--- src/verilog/pth_defines.svh ---
// register offsets, field positions and reset values of the period timer
`ifndef PTH_DEFINES_SVH
`define PTH_DEFINES_SVH

// register offsets on the plain register port
`define PTH_OFS_COUNTER 3'h0
`define PTH_OFS_PERIOD 3'h1
`define PTH_OFS_CONTROL 3'h2
`define PTH_OFS_CONTROL2 3'h3
`define PTH_OFS_HLT 3'h4
`define PTH_OFS_RSTSEL 3'h5

// field positions
`define PTH_CTRL_RUN_BIT 7
`define PTH_CTRL_PRE_MSB 6
`define PTH_CTRL_PRE_LSB 4
`define PTH_POST_MSB 4
`define PTH_MODE_MSB 4
`define PTH_RSTSEL_MSB 2

// reset values
`define PTH_RST_COUNTER 8'h00
`define PTH_RST_PERIOD 8'hff
`define PTH_RST_FIELD5 5'h00
`define PTH_RST_PRE 3'h0
`define PTH_RST_SEL 3'h0
`define PTH_WRAP_VALUE 8'h00

`endif

--- src/verilog/pth_pkg.sv ---
// types and helpers shared by the period timer files
package pth_pkg;

    // mode class, upper two bits of the mode field
    typedef enum logic [1:0] {
        PTH_CLS_FREE = 2'h0,
        PTH_CLS_ONESHOT = 2'h1,
        PTH_CLS_MONO = 2'h2,
        PTH_CLS_RSVD = 2'h3
    } pth_class_e;

    // start/stop/reset option, lower three bits of the mode field
    typedef enum logic [2:0] {
        PTH_OPT_SW = 3'h0,
        PTH_OPT_GATE_HI = 3'h1,
        PTH_OPT_GATE_LO = 3'h2,
        PTH_OPT_EDGE_RISE = 3'h3,
        PTH_OPT_EDGE_FALL = 3'h4,
        PTH_OPT_EDGE_ANY = 3'h5,
        PTH_OPT_LEVEL_HI = 3'h6,
        PTH_OPT_LEVEL_LO = 3'h7
    } pth_opt_e;

    // timer sequencing state, gray along idle-run-done
    typedef enum logic [1:0] {
        PTH_ST_IDLE = 2'h0,
        PTH_ST_RUN = 2'h1,
        PTH_ST_DONE = 2'h3
    } pth_state_e;

    // terminal count of the prescaler for a divide of 2**sel
    function automatic logic [6:0] pth_pre_mask(input logic [2:0] sel);
        pth_pre_mask = 7'(({7'h00, 1'b1} << sel) - 8'h01);
    endfunction

endpackage

--- src/verilog/pth_prescaler.sv ---
// programmable prescaler producing the counter clock tick
`timescale 1ns/1ps
module pth_prescaler
    import pth_pkg::*;
(
    // clock and reset
    input wire logic ref_clk_i,
    input wire logic sys_rst_i,
    input wire logic ce_i,
    // control
    input wire logic clr_i,
    input wire logic en_i,
    input wire logic [2:0] sel_i,
    // tick out
    output logic tick_o
);

    logic [6:0] cnt_q;
    logic at_end;

    assign at_end = (cnt_q == pth_pre_mask(sel_i));

    // divide chain, cleared together with the postscaler
    always_ff @(posedge ref_clk_i)
    begin
        if (sys_rst_i || (ce_i && clr_i))
        begin
            cnt_q <= 7'h00;
            tick_o <= 1'b0;
        end
        else if (ce_i)
        begin
            tick_o <= en_i && at_end;
            if (en_i)
                cnt_q <= at_end ? 7'h00 : cnt_q + 7'h01;
        end
    end
endmodule

--- src/verilog/pth_ext_trig.sv ---
// external reset source selection, edge detection and debug freeze
`timescale 1ns/1ps
module pth_ext_trig (
    // clock and reset
    input wire logic ref_clk_i,
    input wire logic sys_rst_i,
    input wire logic ce_i,
    // source
    input wire logic [7:0] src_i,
    input wire logic [2:0] sel_i,
    input wire logic freeze_i,
    // conditioned trigger
    output logic lvl_o,
    output logic rise_o,
    output logic fall_o
);

    logic prev_q;

    // while frozen the held level stands in for the source
    assign lvl_o = freeze_i ? prev_q : src_i[sel_i];
    assign rise_o = lvl_o && !prev_q;
    assign fall_o = !lvl_o && prev_q;

    // previous level for edge detection
    always_ff @(posedge ref_clk_i)
    begin
        if (sys_rst_i)
            prev_q <= 1'b0;
        else if (ce_i)
            prev_q <= lvl_o;
    end
endmodule

--- src/verilog/pth_timer.sv ---
// period timer with prescaler, postscaler and hardware limit modes
//
// Implementation choices: the register offsets and the address-and-strobe port.
`timescale 1ns/1ps
`include "pth_defines.svh"
module pth_timer
    import pth_pkg::*;
(
    // clock, reset, enable
    input wire logic ref_clk_i,
    input wire logic sys_rst_i,
    input wire logic ce_i,
    // register port
    input wire logic [2:0] reg_addr_i,
    input wire logic [7:0] reg_wdata_i,
    input wire logic reg_wr_i,
    input wire logic reg_rd_i,
    output logic [7:0] reg_rdata_o,
    // external reset sources and debug
    input wire logic [7:0] ext_src_i,
    input wire logic dbg_freeze_i,
    // outputs to other peripherals
    output logic postscaled_match_pulse_o,
    output logic [7:0] period_counter_o,
    output logic counter_clock_o,
    output logic timer_run_o
);

    ////////////////////////////////////////////////////////////////////////
    // registers and decode

    logic [7:0] period_counter_q;
    logic [7:0] period_match_value_q;
    logic timer_run_bit_q;
    logic [2:0] pre_sel_q;
    logic [4:0] postscale_ratio_q;
    logic [4:0] mode_q;
    logic [2:0] reset_source_select_q;
    logic [4:0] post_cnt_q;
    logic pulse_q;
    logic [7:0] rdata_q;
    pth_state_e state_q;

    logic sw_cnt_wr;
    logic ctrl_wr;
    pth_class_e mode_cls;
    pth_opt_e mode_opt;
    logic ext_lvl;
    logic ext_rise;
    logic ext_fall;
    logic ext_edge;
    logic lvl_hold;
    logic ext_clr;
    logic gate_ok;
    logic count_en;
    logic tick;
    logic cnt_adv;
    logic hit;
    logic period_end;
    logic post_hit;
    logic pre_clr;

    // write strokes that clear the scalers
    assign sw_cnt_wr = ce_i && reg_wr_i && (reg_addr_i == `PTH_OFS_COUNTER);
    assign ctrl_wr = ce_i && reg_wr_i && (reg_addr_i == `PTH_OFS_CONTROL);

    // mode field split, reserved class behaves as free running
    assign mode_cls = pth_class_e'(mode_q[4:3]);
    assign mode_opt = pth_opt_e'(mode_q[2:0]);

    ////////////////////////////////////////////////////////////////////////
    // external source conditioning

    pth_ext_trig u_trig (
        .ref_clk_i(ref_clk_i),
        .sys_rst_i(sys_rst_i),
        .ce_i(ce_i),
        .src_i(ext_src_i),
        .sel_i(reset_source_select_q),
        .freeze_i(dbg_freeze_i),
        .lvl_o(ext_lvl),
        .rise_o(ext_rise),
        .fall_o(ext_fall)
    );

    // edge and level reset events per option
    always_comb
    begin
        ext_edge = 1'b0;
        lvl_hold = 1'b0;
        gate_ok = 1'b1;
        unique case (mode_opt)
            PTH_OPT_SW: gate_ok = 1'b1;
            PTH_OPT_GATE_HI: gate_ok = ext_lvl;
            PTH_OPT_GATE_LO: gate_ok = !ext_lvl;
            PTH_OPT_EDGE_RISE: ext_edge = ext_rise;
            PTH_OPT_EDGE_FALL: ext_edge = ext_fall;
            PTH_OPT_EDGE_ANY: ext_edge = ext_rise || ext_fall;
            PTH_OPT_LEVEL_HI: lvl_hold = ext_lvl;
            PTH_OPT_LEVEL_LO: lvl_hold = !ext_lvl;
        endcase
    end

    // an edge counts only while the timer is enabled
    assign ext_clr = ce_i && timer_run_bit_q && (ext_edge || lvl_hold);

    ////////////////////////////////////////////////////////////////////////
    // prescaler and counting

    assign count_en = (state_q == PTH_ST_RUN) && gate_ok && !lvl_hold;
    assign pre_clr = sw_cnt_wr || ctrl_wr || ext_clr;

    pth_prescaler u_pre (
        .ref_clk_i(ref_clk_i),
        .sys_rst_i(sys_rst_i),
        .ce_i(ce_i),
        .clr_i(pre_clr),
        .en_i(count_en || pulse_q),
        .sel_i(pre_sel_q),
        .tick_o(tick)
    );

    assign cnt_adv = ce_i && tick && count_en && !sw_cnt_wr && !ctrl_wr && !ext_clr;
    assign hit = (period_counter_q == period_match_value_q);
    assign period_end = cnt_adv && hit;
    assign post_hit = period_end && (post_cnt_q == postscale_ratio_q);

    // period counter: software write, external clear, then tick
    always_ff @(posedge ref_clk_i)
    begin
        if (sys_rst_i)
            period_counter_q <= `PTH_RST_COUNTER;
        else if (sw_cnt_wr)
            period_counter_q <= reg_wdata_i;
        else if (ext_clr)
            period_counter_q <= `PTH_WRAP_VALUE;
        else if (period_end)
            period_counter_q <= `PTH_WRAP_VALUE;
        else if (cnt_adv)
            period_counter_q <= period_counter_q + 8'h01;
    end

    // postscaler count and one-tick-wide output pulse
    always_ff @(posedge ref_clk_i)
    begin
        if (sys_rst_i || (ce_i && pre_clr))
        begin
            post_cnt_q <= 5'h00;
            pulse_q <= 1'b0;
        end
        else if (ce_i && tick)
        begin
            pulse_q <= post_hit;
            if (post_hit)
                post_cnt_q <= 5'h00;
            else if (period_end)
                post_cnt_q <= post_cnt_q + 5'h01;
        end
    end

    ////////////////////////////////////////////////////////////////////////
    // run sequencing

    // idle until run bit, done after match in one-shot or monostable
    always_ff @(posedge ref_clk_i)
    begin
        if (sys_rst_i)
            state_q <= PTH_ST_IDLE;
        else if (ce_i)
        begin
            unique case (state_q)
                PTH_ST_IDLE:
                    if (timer_run_bit_q)
                        state_q <= PTH_ST_RUN;
                PTH_ST_RUN:
                    if (!timer_run_bit_q)
                        state_q <= PTH_ST_IDLE;
                    else if (period_end && (mode_cls == PTH_CLS_ONESHOT
                             || mode_cls == PTH_CLS_MONO))
                        state_q <= PTH_ST_DONE;
                PTH_ST_DONE:
                    if (!timer_run_bit_q || ctrl_wr)
                        state_q <= PTH_ST_IDLE;
                    else if (mode_cls == PTH_CLS_MONO && ext_clr)
                        state_q <= PTH_ST_RUN;
                default:
                    state_q <= PTH_ST_IDLE;
            endcase
        end
    end

    // run bit: software write wins over the one-shot clear
    always_ff @(posedge ref_clk_i)
    begin
        if (sys_rst_i)
            timer_run_bit_q <= 1'b0;
        else if (ctrl_wr)
            timer_run_bit_q <= reg_wdata_i[`PTH_CTRL_RUN_BIT];
        else if (ce_i && period_end && mode_cls == PTH_CLS_ONESHOT)
            timer_run_bit_q <= 1'b0;
    end

    ////////////////////////////////////////////////////////////////////////
    // configuration registers and read port

    // software-written configuration
    always_ff @(posedge ref_clk_i)
    begin
        if (sys_rst_i)
        begin
            period_match_value_q <= `PTH_RST_PERIOD;
            pre_sel_q <= `PTH_RST_PRE;
            postscale_ratio_q <= `PTH_RST_FIELD5;
            mode_q <= `PTH_RST_FIELD5;
            reset_source_select_q <= `PTH_RST_SEL;
        end
        else if (ce_i && reg_wr_i)
        begin
            unique case (reg_addr_i)
                `PTH_OFS_PERIOD: period_match_value_q <= reg_wdata_i;
                `PTH_OFS_CONTROL:
                    pre_sel_q <= reg_wdata_i[`PTH_CTRL_PRE_MSB:`PTH_CTRL_PRE_LSB];
                `PTH_OFS_CONTROL2: postscale_ratio_q <= reg_wdata_i[`PTH_POST_MSB:0];
                `PTH_OFS_HLT: mode_q <= reg_wdata_i[`PTH_MODE_MSB:0];
                `PTH_OFS_RSTSEL:
                    reset_source_select_q <= reg_wdata_i[`PTH_RSTSEL_MSB:0];
                default: ;
            endcase
        end
    end

    // read data one cycle after the strobe, zero otherwise
    always_ff @(posedge ref_clk_i)
    begin
        if (sys_rst_i)
            rdata_q <= 8'h00;
        else if (ce_i)
        begin
            rdata_q <= 8'h00;
            if (reg_rd_i)
            begin
                unique case (reg_addr_i)
                    `PTH_OFS_COUNTER: rdata_q <= period_counter_q;
                    `PTH_OFS_PERIOD: rdata_q <= period_match_value_q;
                    `PTH_OFS_CONTROL:
                        rdata_q <= {timer_run_bit_q, pre_sel_q, 4'h0};
                    `PTH_OFS_CONTROL2: rdata_q <= {3'h0, postscale_ratio_q};
                    `PTH_OFS_HLT: rdata_q <= {3'h0, mode_q};
                    `PTH_OFS_RSTSEL: rdata_q <= {5'h00, reset_source_select_q};
                    default: rdata_q <= 8'h00;
                endcase
            end
        end
    end

    // outputs straight from flip-flops
    assign reg_rdata_o = rdata_q;
    assign postscaled_match_pulse_o = pulse_q;
    assign period_counter_o = period_counter_q;
    assign counter_clock_o = tick;
    assign timer_run_o = timer_run_bit_q;
endmodule

--- config.mk ---
export PLATFORM = sky130hd
export DESIGN_NAME = pth_timer
export DESIGN_NICKNAME = d
export VERILOG_FILES = /design/src/verilog/pth_pkg.sv /design/src/verilog/pth_prescaler.sv /design/src/verilog/pth_ext_trig.sv /design/src/verilog/pth_timer.sv
export VERILOG_INCLUDE_DIRS = /design/src /design/src/verilog
export SDC_FILE = /design/constraint.sdc
export NUM_CORES = 1
export LEC_CHECK = 0
export ABC_AREA = 1
export BUFFER_PORTS_ARGS = -buffer_cell sky130_fd_sc_hd__buf_2
export CAP_MARGIN = 20
export CORE_MARGIN = 2
export CORE_UTILIZATION = 40
export CTS_BUF_LIST = sky130_fd_sc_hd__clkbuf_4 sky130_fd_sc_hd__clkbuf_8 sky130_fd_sc_hd__clkbuf_16
export DETAILED_ROUTE_END_ITERATION = 10
export HOLD_SLACK_MARGIN = 0.02
export RECOVER_POWER = 50
export SLEW_MARGIN = 20
export SYNTH_ARGS = -nofsm -noshare
export SYNTH_HDL_FRONTEND = slang
export SYNTH_HIERARCHICAL = 1
export SYNTH_SLANG_ARGS = --single-unit
--- constraint.sdc ---
create_clock -name ref_clk_i -period 5.4 [get_ports ref_clk_i]
set_clock_uncertainty 0.05 [all_clocks]
set_input_delay 0.27 -clock ref_clk_i [delete_from_list [all_inputs] [get_ports ref_clk_i]]
set_output_delay 0.27 -clock ref_clk_i [all_outputs]
set_load 0.02 [all_outputs]
==> results.py <==
metrics = {
    "run_status": {
        "status": "finished, final reports clean",
    },
    "sta": {
        "rsz0062_at_grt": "no",
        "hold_violations": 0,
        "fin_crit_sh_pct": 46.05,
        "max_slew_margin_pct": 38.73,
        "setup_viol": 0,
        "fin_crit_ps": 2487,
        "tightest_slew_ps": 918.1,
        "max_freq_ghz": 0.4021,
        "hold_ws_ps": 131.5,
        "finalSetupTns_ps": 0,
        "slew_viol_final": 0,
    },
    "setup_path": {
        "critPathArrivalTime_ps": 2670,
        "slowest_stage": "dfxtp_1",
        "r2r_end": "period_counter_o[4]",
        "start_kind": "register",
        "timing.rr.start": "reset_source_select_q[0]",
        "r2r_setup_slack_ps": 2910,
        "path_buf_inv": 2,
        "endpoint_kind": "register",
        "path_max_fanout": 13,
        "worstPathRequired_ps": 5580,
        "slowest_delay_ps": 480,
        "worstRegToRegCells": 15,
        "path_depth": 15,
        "worstSetupPathType": "register to register",
        "cpLargestDelayFamily": "simple AND/OR/NAND/NOR gates",
        "cpMostUsedCell": "nand2_1",
        "worstPathCellList": "inv_2, nand2_1, nand3_1, nand3_1, nand3_1, nand2_1, inv_1, nand2_1, nand2_1, nand2_1, nand3_1, nor2_1, nand3_2, nand3b_1, a21oi_2",
    },
    "route": {
        "ant_nets": 0,
        "wl_per_cell_um": 13.38,
        "dr.pass1.iters": 4,
        "first_iter_violations": 175,
        "viasPerCell": 4.979,
        "wirelength_um": 8966,
        "num_vias": 3336,
        "drc": 0,
    },
    "synthesis": {
        "ys_seq_area_share_pct": 33.54,
        "syn_avg_cell_area_um2": 6.762,
        "ys_warn_count": 6,
        "ys_ff_latch": 58,
        "synth.distinct_cells": 36,
        "synthTopCellsByArea": "dfxtp_1, nand2_1, inv_1",
        "postSynthCellCount": 512,
        "syn-num-nets": 542,
        "synthesis.area_mm2": 0.003462,
        "synth.top_cell.area_share_pct": 33.54,
        "yosysTopAreaCell": "dfxtp_1",
    },
    "power": {
        "ir_worst_vdd_mv": 0.1252,
        "power_w": 0.0009863,
        "p_leak_nw": 1.784,
        "p_per_area_mw_per_mm2": 248.4,
    },
    "floorplan": {
        "dieArea_mm2": 0.009416,
        "io-pin-count": 44,
        "core_area_mm2": 0.008299,
        "die_h_um": 97.04,
        "start_util_pct": 41.72,
        "fp-row-count": 33,
        "die_w_um": 97.04,
    },
    "hold_path": {
        "holdPathStages": 3,
        "holdPathEnd": "period_match_value_q[0]",
        "hp-class": "primary input to register",
        "min_from": "reg_wdata_i[0]",
    },
    "global_route": {
        "grt.total_usage_pct": 19.82,
        "first_global_vias": 3242,
        "grt_max_degree": 33,
        "overflow": 0,
        "grt_pass1_wl_um": 15120,
        "antenna_found_initial": 0,
    },
    "clock_network": {
        "cts_buffers": 9,
        "clk_path_buf_depth": 2,
        "clock_sinks": 58,
        "clock_tree.root_cell": "clkbuf_8",
        "cts_resized": 0,
        "cts_tree": "yes",
        "h-tree-depth": 3,
        "ctsHoldBuffers": 0,
        "clk_latency_ps": 350,
        "clkTransAtPathRegs_ps": 70,
        "postCtsSetupBuffers": 0,
    },
    "place": {
        "io_buffers": 43,
        "place_congestion": 0.8832,
        "postPlaceCellArea_mm2": 0.003781,
        "dp_hpwl_um": 6839,
    },
    "cells_and_area": {
        "nets": 590,
        "fill_cells": 868,
        "area_growth_pct": 14.67,
        "final_common_cell": "nand2_1",
        "num_antenna_cells": 0,
        "most-common-layout-cells": "nand2_1, inv_1, dfxtp_1",
        "final_area_mm2": 0.003970,
        "drive_above_1_share_pct": 14.34,
    },
    "flow_run": {
        "maxCapViolCount": 0,
    },
}
through the flow:
| stage | util, % | setup slack [ps] | std cells |
|---|---|---|---|
| 3_3_place_gp | 45.56 | 3101 | 654 |
| 6_report | 47.84 | 2913 | 670 |
| 5_1_grt | 47.84 | 2629 | 670 |
| 4_1_cts | 48.24 | 2966 | 670 |
| 3_5_place_dp | 45.56 | 2995 | 654 |
| 2_1_floorplan | - | 3376 | 512 |
power by group:
part	internal (W)	total (W)	switching [W]
clock network	0.000276	0.000461	0.000185
registers	0.000435	0.000443	0.00000830
logic	0.0000277	0.0000825	0.0000548
total	0.000738	0.000986	0.000248
worst min-delay path: stages:
cell and delay, ps:
buf_2 110, nand2_1 60, o211ai_1 60
flip-flops by register name, summed over array words and instances (netlist names):
| register | flops |
|---|---|
| period_counter_o | 8 |
| period_match_value_q | 8 |
| reg_rdata_o | 8 |
| u_pre/cnt_q | 7 |
| mode_q | 5 |
| post_cnt_q | 5 |
| postscale_ratio_q | 5 |
| pre_sel_q | 3 |
| reset_source_select_q | 3 |
| state_q | 2 |
| postscaled_match_pulse_o | 1 |
| timer_run_o | 1 |
| u_pre/tick_o | 1 |
| u_trig/prev_q | 1 |
cell type report:
type | count | area, µm² | share of cell area, %
multi-input combinational | 363 | 1932 | 48.66
timing repair buffer | 44 | 193.9 | 4.885
clock inverter | 5 | 77.57 | 1.954
clock buffer | 11 | 145.1 | 3.656
sequential | 58 | 1161 | 29.25
inverter | 84 | 329.1 | 8.289
tap | 105 | 131.4 | 3.309
cell usage after synthesis (all sizes together):
library cell  count
a21oi            45
buf               3
bufinv            1
clkbuf            4
clkinv            2
dfxtp            58
ha                5
inv              81
nand2           132
nand3            40
nand3b            5
nand4             4
nor2             52
nor3              3
nor4              1
o211ai            8
o21ai            33
o221ai            3
o22ai             5
o31ai             1
or2               1
xnor2             4
xor2             21
cell families (layout without fill, tap and decap cells):
| group | Yosys count | after routing | synth area share, % |
|---|---|---|---|
| adders and majority gates | 5 | 5 | 1.807 |
| buffers and inverters | 91 | 144 | 10.52 |
| AOI/OAI and AO/OA | 95 | 95 | 16.19 |
| xor gates and xnor gates | 25 | 25 | 6.325 |
| and+or+nand+nor | 238 | 238 | 31.62 |
| DFF | 58 | 58 | 33.54 |
how the worst max path moves through the flow:
| stage | from | endpoint |
|---|---|---|
| after floorplan | reset_source_select_q[0] | period_counter_o[5] |
| after global routing | reset_source_select_q[0] | u_pre/cnt_q[6] |
| after detailed placement | reset_source_select_q[0] | period_counter_o[4] |
| final | reset_source_select_q[0] | period_counter_o[4] |
| after global placement | reset_source_select_q[0] | period_counter_o[4] |
| after CTS | reset_source_select_q[0] | period_counter_o[4] |
routing by layer:
layer / vias to the layer above / GRT usage [%] / share of wire (%) / wire (µm)
met2: 57 / 32.16 / 45 / 4042
met5: - / 0 / 0 / 0
met1: 1531 / 25.74 / 49 / 4417
met4: 0 / 9.101 / 2.2 / 198
met3: 17 / 3.324 / 3.4 / 307
li1: 1731 / - / - / -
(Power assumes the default switching activity.)
